### config.mk
export PLATFORM = sky130hd
export DESIGN_NAME = vectored_irq_unit
export DESIGN_NICKNAME = d
export VERILOG_FILES = /design/src/rtl/irq_unit_pkg.sv /design/src/rtl/irq_arbiter.sv /design/src/rtl/vectored_irq_unit.sv
export VERILOG_INCLUDE_DIRS = /design/src /design/src/rtl
export SDC_FILE = /design/constraint.sdc
export NUM_CORES = 1
export LEC_CHECK = 0
export BUFFER_PORTS_ARGS = -buffer_cell sky130_fd_sc_hd__buf_2
export CAP_MARGIN = 40
export CORE_MARGIN = 2
export CORE_UTILIZATION = 58
export DETAILED_ROUTE_END_ITERATION = 16
export HOLD_SLACK_MARGIN = 0.08
export PLACE_DENSITY = 0.89
export REMOVE_ABC_BUFFERS = 1
export SLEW_MARGIN = 20
export SYNTH_ARGS = -nofsm -noshare
export SYNTH_HDL_FRONTEND = slang
export SYNTH_SLANG_ARGS = --single-unit
export TNS_END_PERCENT = 5
### constraint.sdc
create_clock -name core_clk -period 20.5 [get_ports core_clk]
set_input_delay 3.075 -clock core_clk [delete_from_list [all_inputs] [get_ports core_clk]]
set_output_delay 3.075 -clock core_clk [all_outputs]
set_load 0.03 [all_outputs]
### src/rtl/irq_unit_defines.svh
`ifndef IRQ_UNIT_DEFINES_SVH
`define IRQ_UNIT_DEFINES_SVH

// Sizes
`define NUM_SRC 13
`define NUM_EXT 6
`define NUM_LVL 5
`define FLAG_W 16
`define ADDR_W 6

// Register byte addresses
`define OFS_IE 6'h00
`define OFS_EIE 6'h04
`define OFS_PLOW 6'h08
`define OFS_PMID 6'h0c
`define OFS_EPLOW 6'h10
`define OFS_EPMID 6'h14
`define OFS_FLAG_CLR 6'h18
`define OFS_FLAG_SET 6'h1c
`define OFS_CTRL 6'h20
`define OFS_STATUS 6'h24

// Field positions
`define IE_GLOBAL_BIT 7
`define EIE_WDOG_BIT 4
`define CTL_PF_EN_BIT 0
`define CTL_EXT0_LVL_BIT 1
`define CTL_EXT1_LVL_BIT 2
`define CTL_W 3

// Flag register layout
`define FLG_EXT0 0
`define FLG_TF0 1
`define FLG_EXT1 2
`define FLG_TF1 3
`define FLG_RI0 4
`define FLG_TI0 5
`define FLG_TF2 6
`define FLG_TIMER2_EXTERNAL_FLAG 7
`define FLG_RI1 8
`define FLG_TI1 9
`define FLG_EXT2 10
`define FLG_WDOG 14
`define FLG_PF 15

// Natural order of sources
`define SRC_PF 4'h0
`define SRC_EXT0 4'h1
`define SRC_TF0 4'h2
`define SRC_EXT1 4'h3
`define SRC_TF1 4'h4
`define SRC_SER0 4'h5
`define SRC_TMR2 4'h6
`define SRC_SER1 4'h7
`define SRC_EXT2 4'h8
`define SRC_WDOG 4'hc
`define IE_SRC_COUNT 7

// Vector addresses
`define VEC_PF 8'h33
`define VEC_EXT0 8'h03
`define VEC_TF0 8'h0b
`define VEC_EXT1 8'h13
`define VEC_TF1 8'h1b
`define VEC_SER0 8'h23
`define VEC_TMR2 8'h2b
`define VEC_SER1 8'h3b
`define VEC_EXT2 8'h43
`define VEC_EXT3 8'h4b
`define VEC_EXT4 8'h53
`define VEC_EXT5 8'h5b
`define VEC_WDOG 8'h63

// Levels and reset values
`define LVL_PF 3'h4
`define RST_BYTE 8'h00

`endif

### src/rtl/irq_unit_pkg.sv
`include "irq_unit_defines.svh"

package irq_unit_pkg;

  typedef enum logic {BUS_IDLE, BUS_ACK} bus_state_type;

  typedef struct packed {
    bus_state_type bus;
    logic waitrequest;
    logic [31:0] rdata;
    logic [7:0] ie;
    logic [7:0] ext_irq_enable_reg;
    logic [7:0] plow;
    logic [7:0] pmid;
    logic [7:0] eplow;
    logic [7:0] epmid;
    logic [`CTL_W-1:0] ctl;
    logic [`FLAG_W-1:0] flags;
    logic [`NUM_EXT-1:0] ext_s1;
    logic [`NUM_EXT-1:0] ext_s2;
    logic [`NUM_EXT-1:0] ext_prev;
    logic pf_s1;
    logic pf_s2;
    logic pf_prev;
    logic [`NUM_LVL-1:0] in_service;
    logic req;
    logic [7:0] vector;
    logic [2:0] level;
    logic [3:0] src;
  } state_type;

endpackage : irq_unit_pkg

### src/rtl/irq_arbiter.sv
`timescale 1ns/10ps
`default_nettype none
`include "irq_unit_defines.svh"

module irq_arbiter #(
  parameter int NSRC = `NUM_SRC
) (
  // Requests and their levels, three bits per source
  input wire logic [NSRC-1:0] pend,
  input wire logic [3*NSRC-1:0] lvl,
  // Winner
  output logic valid,
  output logic [3:0] src,
  output logic [2:0] level
);

  // Scan from highest index downward; ">=" lets a lower index take a tie
  always_comb begin
    valid = 1'b0;
    src = 4'h0;
    level = 3'h0;
    for (int i = NSRC - 1; i >= 0; i--) begin
      if (pend[i] && (!valid || lvl[3*i +: 3] >= level)) begin
        valid = 1'b1;
        src = 4'(i);
        level = lvl[3*i +: 3];
      end
    end
  end

endmodule : irq_arbiter
`default_nettype wire

### src/rtl/vectored_irq_unit.sv
// How it works
// - Thirteen sources, each with its own vector address.
// - Non-power-fail sources need their own enable and the global enable.
// - Global enable low blocks all gated sources.
// - Power-fail is gated only by its own enable, not global enable.
// - Five levels, 4 highest, level 4 belongs to power-fail only.
// - Other sources take level 3..0 from low and mid priority registers.
// - Enabled pending power-fail beats every other source.
// - Ties at a level go to the lowest natural order, power-fail first.
// - External 0 vector 03h, external 1 vector 13h.
// - Timer 0, 1, 2 vectors 0Bh, 1Bh, 2Bh.
// - External 2..5 vectors 43h, 4Bh, 53h, 5Bh.
// - Flags set on their event whether enabled or not.
// - Timer 0 and 1 flags clear when the core vectors to them.
// - External 0/1 clear on vectoring in edge mode, follow pin in level mode.
// - Timer 2 requests on overflow or external flag, one vector.
// - Watchdog enable and priority bit 4 of extended enable and priority registers.
//
// Local design decisions: the Avalon-MM interface to the registers and the register offsets.
`timescale 1ns/10ps
`default_nettype none
`include "irq_unit_defines.svh"

module vectored_irq_unit
  import irq_unit_pkg::*;
(
  // Clock and reset
  input wire logic core_clk,
  input wire logic rst_n,
  // Avalon-MM slave
  input wire logic [`ADDR_W-1:0] avs_address,
  input wire logic avs_read,
  input wire logic avs_write,
  input wire logic [31:0] avs_writedata,
  input wire logic [3:0] avs_byteenable,
  output logic [31:0] avs_readdata,
  output logic avs_waitrequest,
  // External interrupt pins, active low, asynchronous
  input wire logic [`NUM_EXT-1:0] ext_irq_pin_n,
  // Power-fail warning from the supply monitor, asynchronous
  input wire logic powerfail_warn,
  // Event pulses from on-chip peripherals
  input wire logic timer0_ovf_pulse,
  input wire logic timer1_ovf_pulse,
  input wire logic timer2_ovf_pulse,
  input wire logic timer2_ext_pulse,
  input wire logic serial0_rx_pulse,
  input wire logic serial0_tx_pulse,
  input wire logic serial1_rx_pulse,
  input wire logic serial1_tx_pulse,
  input wire logic wdog_timeout_pulse,
  // Processor core
  input wire logic vector_ack,
  input wire logic service_return,
  output logic irq_req,
  output logic [7:0] irq_vector,
  output logic [2:0] irq_level
);

  state_type s_r;
  state_type s_nxt;

  logic [`NUM_SRC-1:0] pend;
  logic [3*`NUM_SRC-1:0] lvl;
  logic arb_valid;
  logic [3:0] arb_src;
  logic [2:0] arb_level;

  //////////////////////////////////////////////////////////////////////////////
  // Helpers

  function automatic logic [7:0] vector_of(input logic [3:0] src);
    case (src)
      `SRC_PF: vector_of = `VEC_PF;
      `SRC_EXT0: vector_of = `VEC_EXT0;
      `SRC_TF0: vector_of = `VEC_TF0;
      `SRC_EXT1: vector_of = `VEC_EXT1;
      `SRC_TF1: vector_of = `VEC_TF1;
      `SRC_SER0: vector_of = `VEC_SER0;
      `SRC_TMR2: vector_of = `VEC_TMR2;
      `SRC_SER1: vector_of = `VEC_SER1;
      4'h8: vector_of = `VEC_EXT2;
      4'h9: vector_of = `VEC_EXT3;
      4'ha: vector_of = `VEC_EXT4;
      4'hb: vector_of = `VEC_EXT5;
      `SRC_WDOG: vector_of = `VEC_WDOG;
      default: vector_of = `VEC_PF;
    endcase
  endfunction : vector_of

  // Running level plus one, zero when no routine is in service
  function automatic logic [2:0] running_of(input logic [`NUM_LVL-1:0] isr);
    running_of = 3'h0;
    for (int i = 0; i < `NUM_LVL; i++) begin
      if (isr[i]) begin
        running_of = 3'(i + 1);
      end
    end
  endfunction : running_of

  function automatic logic [31:0] byte_mask(input logic [3:0] be);
    byte_mask = {{8{be[3]}}, {8{be[2]}}, {8{be[1]}}, {8{be[0]}}};
  endfunction : byte_mask

  //////////////////////////////////////////////////////////////////////////////
  // Pending and level vectors

  always_comb begin
    pend = '0;
    lvl = '0;
    pend[`SRC_PF] = s_r.flags[`FLG_PF] && s_r.ctl[`CTL_PF_EN_BIT];
    lvl[3*`SRC_PF +: 3] = `LVL_PF;
    for (int i = 1; i <= `IE_SRC_COUNT; i++) begin
      lvl[3*i +: 3] = {1'b0, s_r.pmid[i-1], s_r.plow[i-1]};
    end
    for (int i = 0; i <= `EIE_WDOG_BIT; i++) begin
      lvl[3*(i+`IE_SRC_COUNT+1) +: 3] = {1'b0, s_r.epmid[i], s_r.eplow[i]};
    end
    pend[`SRC_EXT0] = s_r.flags[`FLG_EXT0] && s_r.ie[0];
    pend[`SRC_TF0] = s_r.flags[`FLG_TF0] && s_r.ie[1];
    pend[`SRC_EXT1] = s_r.flags[`FLG_EXT1] && s_r.ie[2];
    pend[`SRC_TF1] = s_r.flags[`FLG_TF1] && s_r.ie[3];
    pend[`SRC_SER0] = (s_r.flags[`FLG_RI0] || s_r.flags[`FLG_TI0]) && s_r.ie[4];
    pend[`SRC_TMR2] = (s_r.flags[`FLG_TF2] || s_r.flags[`FLG_TIMER2_EXTERNAL_FLAG]) && s_r.ie[5];
    pend[`SRC_SER1] = (s_r.flags[`FLG_RI1] || s_r.flags[`FLG_TI1]) && s_r.ie[6];
    for (int i = 0; i < `EIE_WDOG_BIT; i++) begin
      pend[`SRC_EXT2 + i] = s_r.flags[`FLG_EXT2 + i] && s_r.ext_irq_enable_reg[i];
    end
    pend[`SRC_WDOG] = s_r.flags[`FLG_WDOG] && s_r.ext_irq_enable_reg[`EIE_WDOG_BIT];
    // Global enable masks everything but power-fail
    if (!s_r.ie[`IE_GLOBAL_BIT]) begin
      pend[`NUM_SRC-1:1] = '0;
    end
  end

  irq_arbiter #(
    .NSRC(`NUM_SRC)
  ) u_arbiter (
    .pend(pend),
    .lvl(lvl),
    .valid(arb_valid),
    .src(arb_src),
    .level(arb_level)
  );

  //////////////////////////////////////////////////////////////////////////////
  // Next state

  always_comb begin
    logic [`FLAG_W-1:0] set_v;
    logic [`FLAG_W-1:0] clr_v;
    logic [`NUM_EXT-1:0] fall_v;
    logic [31:0] mask_v;
    logic [31:0] rd_v;
    logic pf_rise_v;
    logic do_wr_v;
    set_v = '0;
    clr_v = '0;
    fall_v = '0;
    mask_v = '0;
    rd_v = '0;
    pf_rise_v = 1'b0;
    do_wr_v = 1'b0;
    s_nxt = s_r;

    // Two-stage synchronisers; edges are taken after the second stage only
    s_nxt.ext_s1 = ext_irq_pin_n;
    s_nxt.ext_s2 = s_r.ext_s1;
    s_nxt.ext_prev = s_r.ext_s2;
    s_nxt.pf_s1 = powerfail_warn;
    s_nxt.pf_s2 = s_r.pf_s1;
    s_nxt.pf_prev = s_r.pf_s2;
    fall_v = s_r.ext_prev & ~s_r.ext_s2;
    pf_rise_v = s_r.pf_s2 && !s_r.pf_prev;

    // Hardware events set flags regardless of enables
    set_v[`FLG_EXT0] = fall_v[0];
    set_v[`FLG_TF0] = timer0_ovf_pulse;
    set_v[`FLG_EXT1] = fall_v[1];
    set_v[`FLG_TF1] = timer1_ovf_pulse;
    set_v[`FLG_RI0] = serial0_rx_pulse;
    set_v[`FLG_TI0] = serial0_tx_pulse;
    set_v[`FLG_TF2] = timer2_ovf_pulse;
    set_v[`FLG_TIMER2_EXTERNAL_FLAG] = timer2_ext_pulse;
    set_v[`FLG_RI1] = serial1_rx_pulse;
    set_v[`FLG_TI1] = serial1_tx_pulse;
    set_v[`FLG_EXT2 +: 4] = fall_v[5:2];
    set_v[`FLG_WDOG] = wdog_timeout_pulse;
    set_v[`FLG_PF] = pf_rise_v;

    // Bus: one wait cycle, then the answer; writes land on the answer edge
    case (s_r.bus)
      BUS_IDLE: begin
        if (avs_read || avs_write) begin
          case (avs_address)
            `OFS_IE: rd_v = {24'h000000, s_r.ie};
            `OFS_EIE: rd_v = {24'h000000, s_r.ext_irq_enable_reg};
            `OFS_PLOW: rd_v = {24'h000000, s_r.plow};
            `OFS_PMID: rd_v = {24'h000000, s_r.pmid};
            `OFS_EPLOW: rd_v = {24'h000000, s_r.eplow};
            `OFS_EPMID: rd_v = {24'h000000, s_r.epmid};
            `OFS_FLAG_CLR: rd_v = {16'h0000, s_r.flags};
            `OFS_FLAG_SET: rd_v = {16'h0000, s_r.flags};
            `OFS_CTRL: rd_v = {29'h00000000, s_r.ctl};
            `OFS_STATUS: rd_v = {11'h000, s_r.in_service, s_r.req, s_r.level,
                                 s_r.src, s_r.vector};
            default: rd_v = '0;
          endcase
          s_nxt.rdata = rd_v;
          s_nxt.waitrequest = 1'b0;
          s_nxt.bus = BUS_ACK;
        end
      end
      BUS_ACK: begin
        do_wr_v = avs_write;
        s_nxt.waitrequest = 1'b1;
        s_nxt.bus = BUS_IDLE;
      end
      default: begin
        s_nxt.waitrequest = 1'b1;
        s_nxt.bus = BUS_IDLE;
      end
    endcase

    if (do_wr_v) begin
      mask_v = byte_mask(avs_byteenable) & avs_writedata;
      case (avs_address)
        `OFS_IE: s_nxt.ie = avs_byteenable[0] ? avs_writedata[7:0] : s_r.ie;
        `OFS_EIE: s_nxt.ext_irq_enable_reg = avs_byteenable[0] ? avs_writedata[7:0] : s_r.ext_irq_enable_reg;
        `OFS_PLOW: s_nxt.plow = avs_byteenable[0] ? avs_writedata[7:0] : s_r.plow;
        `OFS_PMID: s_nxt.pmid = avs_byteenable[0] ? avs_writedata[7:0] : s_r.pmid;
        `OFS_EPLOW: s_nxt.eplow = avs_byteenable[0] ? avs_writedata[7:0] : s_r.eplow;
        `OFS_EPMID: s_nxt.epmid = avs_byteenable[0] ? avs_writedata[7:0] : s_r.epmid;
        `OFS_FLAG_CLR: clr_v = clr_v | mask_v[`FLAG_W-1:0];
        `OFS_FLAG_SET: set_v = set_v | mask_v[`FLAG_W-1:0];
        `OFS_CTRL: s_nxt.ctl = avs_byteenable[0] ? avs_writedata[`CTL_W-1:0] : s_r.ctl;
        default: ;
      endcase
    end

    // Core takes the offered vector: push its level, auto-clear its flag if timer 0/1 or edge-mode external 0/1
    if (vector_ack && s_r.req) begin
      s_nxt.in_service[s_r.level] = 1'b1;
      case (s_r.src)
        `SRC_TF0: clr_v[`FLG_TF0] = 1'b1;
        `SRC_TF1: clr_v[`FLG_TF1] = 1'b1;
        `SRC_EXT0: clr_v[`FLG_EXT0] = !s_r.ctl[`CTL_EXT0_LVL_BIT];
        `SRC_EXT1: clr_v[`FLG_EXT1] = !s_r.ctl[`CTL_EXT1_LVL_BIT];
        default: ;
      endcase
    end else if (service_return) begin
      for (int i = 0; i < `NUM_LVL; i++) begin
        if (3'(i + 1) == running_of(s_r.in_service)) begin
          s_nxt.in_service[i] = 1'b0;
        end
      end
    end

    // A new event wins over a clear in the same cycle
    s_nxt.flags = (s_r.flags & ~clr_v) | set_v;
    // Level mode: the flag simply mirrors the pin
    if (s_r.ctl[`CTL_EXT0_LVL_BIT]) begin
      s_nxt.flags[`FLG_EXT0] = !s_r.ext_s2[0];
    end
    if (s_r.ctl[`CTL_EXT1_LVL_BIT]) begin
      s_nxt.flags[`FLG_EXT1] = !s_r.ext_s2[1];
    end

    // Request drops for the acknowledge cycle so one vector is never taken twice
    s_nxt.req = arb_valid && !vector_ack
                && ((arb_level + 3'h1) > running_of(s_r.in_service));
    s_nxt.src = arb_src;
    s_nxt.level = arb_level;
    s_nxt.vector = vector_of(arb_src);
  end

  //////////////////////////////////////////////////////////////////////////////
  // State register

  always_ff @(posedge core_clk or negedge rst_n) begin
    if (!rst_n) begin
      s_r <= '0;
      s_r.waitrequest <= 1'b1;
      s_r.ext_s1 <= '1;
      s_r.ext_s2 <= '1;
      s_r.ext_prev <= '1;
    end else begin
      s_r <= s_nxt;
    end
  end

  assign avs_readdata = s_r.rdata;
  assign avs_waitrequest = s_r.waitrequest;
  assign irq_req = s_r.req;
  assign irq_vector = s_r.vector;
  assign irq_level = s_r.level;

endmodule : vectored_irq_unit
`default_nettype wire

==> results.tsv <==
stage	metric	value	unit
outcome	status	completed	
worst_setup_path	r2r_cells	77	
die	initial_core_util	0.600	
grt	antenna_found_initial	0	
clocking	hold_buffers	0	
route	detail_route.wl_per_cell	21.0	um
placement	routabilityCongestion	1.03	
layout	final_nets	850	
route	drt_pass1_iterations	7	
die	core.rowCount	40	
worst_setup_path	cp-start-kind	flip-flop	
timing	max_freq	0.0563	GHz
worst_setup_path	endpoint_kind	flip-flop	
placement	io_buffers	77	
die	die_h	116	um
timing	rsz0062_at_grt	no	
worst_setup_path	crit_family	compound AO/OA/AOI/OAI gates	
route	drc	0	
job	cap_violations	0	
worst_hold_path	min_path_type	flip-flop to flip-flop	
synth	synth-async-reset-ratio	1.00	
layout	drive_gt1_frac	0.276	
timing	final.setup.tns	0	ns
synth	synth_flop_cell	dfrtp_1	
clocking	worstSkewPairLatency	0.43	ns
worst_setup_path	crit_end	irq_req$_DFF_PN0_	
timing	finalCriticalPeriod	17.76	ns
placement	preCtsSetupSlack	3.18	ns
grt	grt_pass1_wl	31500	um
timing	period_share	0.866	
worst_setup_path	r2r-end	irq_req$_DFF_PN0_	
layout	insertedDiodeCount	0	
route	vias	6002	
die	io_pins	109	
layout	register_area	3250	sq um
worst_setup_path	max_stage_delay	0.58	ns
synth	synthXorXnorAreaFrac	0.00121	
synth	synth-simple-area-share	0.116	
synth	ys_types	79	
clocking	root_buffer	clkbuf_16	
timing	holdWs	0.355	ns
die	fp.coreArea	12100	sq um
worst_setup_path	r2r_slack	2.74	ns
worst_setup_path	crit_buf_inv	4	
synth	yosys_warnings	0	
synth	synth_top_family_by_area	compound AO/OA/AOI/OAI gates	
timing	fin_ws	2.74	ns
power	power.density	82.8	nW/um^2
route	via_per_inst	6.39	
layout	multi_input_area	3450	sq um
die	dieArea	13400	sq um
worst_setup_path	worstPathMaxFanout	10	
synth	yosysSeqAreaShare	0.447	
worst_setup_path	critPathMostFrequentCell	ha_1	
route	drtIter0Drc	766	
synth	synth-compound-area-share	0.199	
synth	synthAdderAreaFrac	0.0465	
route	antenna_left	0	
worst_setup_path	crit_arrival	18.05	ns
route	drt_wl_total	19800	um
clocking	clock-sinks	129	
worst_setup_path	crit_type	flip-flop to flip-flop	
layout	final.fill_count	892	
clocking	cts.repair.resized	0	
timing	worst_slew_pin_slew	0.768	ns
clocking	cts_tree	yes	
grt	grt_max_degree	58	
clocking	clock_path_buffers	2	
worst_setup_path	cp.depth	77	
worst_setup_path	crit_required	20.80	ns
worst_setup_path	worst_path_max_delay_cell	a211oi_1	
power	vdd.ir_drop.worst	0.0804	mV
timing	setup_viol	0	
timing	finalHoldViolCount	0	
power	cellLeakagePower	3.96	nW
synth	synthMuxAreaShare	0.104	
timing	skew	0.00755	ns
clocking	htree_levels	4	
grt	grtUsageTotal	0.313	
clocking	cts.clk_slew.worst_paths	0.06	ns
synth	synthCells	708	
worst_setup_path	crit_start	s_r[56]$_DFF_PN0_	
synth	netlist_area	7270	sq um
clocking	cts_made_buffers	17	
timing	drv_slew	0	
synth	synth_edf_count	0	
grt	grt_pass1_vias	6021	
die	fp.dieW	116	um
layout	final_area	8240	sq um
synth	synth_seq_cells	129	
placement	dp_hpwl	13800	um
layout	area_growth	13.4	%
timing	relSlewSlack	0.488	
clocking	post_cts_buffers	0	
grt	grt_overflow	0	
placement	place_area	7580	sq um
synth	avgSynthCellArea	10.3	sq um
worst_setup_path	r2r_start	s_r[56]$_DFF_PN0_	
[layout make-up]
cell class,count,area share
inverter,48,0.0219
clock inverter,14,0.0272
multi-input combinational,475,0.419
sequential,129,0.395
tap,168,0.0255
clock buffer,18,0.0533
timing repair buffer,88,0.0586
[state kept, by name, summed over array words and instances (netlist names)]
name / flops
avs_readdata: 21
avs_waitrequest: 1
irq_level: 3
irq_req: 1
irq_vector: 5
lvl: 24
s_nxt: 14
s_r: 60
[cells in the mapped netlist (all sizes together), types with 10 or more instances]
library cell	instances	area share
a21oi	34	0.027
a22o	10	0.012
buf	48	0.048
clkbuf	20	0.012
dfrtp	110	0.38
dfstp	19	0.069
ha	27	0.046
inv	48	0.025
mux2	43	0.067
mux2i	18	0.025
nand2	62	0.032
nand2b	11	0.0095
nand3	21	0.014
nor2	36	0.019
o21ai	54	0.037
[kinds of logic (layout without fill, tap and decap cells)]
group	after synthesis	count (layout)
and+or+nand+nor	174	174
other	2	14
DFF	129	129
buffers and inverters	116	168
xor gates and xnor gates	1	1
muxes	65	65
AOI/OAI and AO/OA	194	194
adders and majority gates	27	27
[per-stage QoR]
step | instances | power (W) | utilization
6_report | 940 | 0.000682 | 0.680
5_1_grt | 940 | 0.000702 | 0.680
4_1_cts | 940 | 0.000683 | 0.680
3_5_place_dp | 908 | 0.000342 | 0.626
3_3_place_gp | 905 | 0.000338 | 0.623
2_1_floorplan | 652 | 0.000313 | -
[cell usage in the layout, fill, tap and decap left out, types with 19 or more instances in the layout]
cell / instances
dfrtp_1: 110
buf_2: 76
nand2_1: 62
o21ai_0: 51
inv_1: 48
mux2_2: 43
nor2_1: 36
a21oi_1: 31
ha_1: 27
nand3_1: 21
dfstp_2: 19
[power by group]
part / internal (W) / switching, W
Combinational: 0.0000215 / 0.0000410
Sequential: 0.000267 / 0.0000102
Clock: 0.000221 / 0.000121
Total: 0.000510 / 0.000172
[metal layers]
layer	up-vias	wire length, um	GRT usage
met5	-	0	0
met2	379	9460	0.509
met4	0	756	0.146
met1	2899	7650	0.389
met3	88	1910	0.0879
li1	2636	-	-
[worst min path at each step]
stage | start | to | slack (ns) | cells past startpoint
floorplan | s_nxt[22]$_DFF_PN0_ | s_nxt[21]$_DFF_PN0_ | 0.33 | 0
global placement | s_nxt[22]$_DFF_PN0_ | s_nxt[21]$_DFF_PN0_ | 0.34 | 0
detailed placement | s_nxt[22]$_DFF_PN0_ | s_nxt[21]$_DFF_PN0_ | 0.34 | 0
CTS | s_nxt[22]$_DFF_PN0_ | s_nxt[21]$_DFF_PN0_ | 0.36 | 0
global route | s_nxt[22]$_DFF_PN0_ | s_nxt[21]$_DFF_PN0_ | 0.36 | 0
finish | s_nxt[22]$_DFF_PN0_ | s_nxt[21]$_DFF_PN0_ | 0.35 | 0
Note: power is estimated with default switching activity, not from simulation.
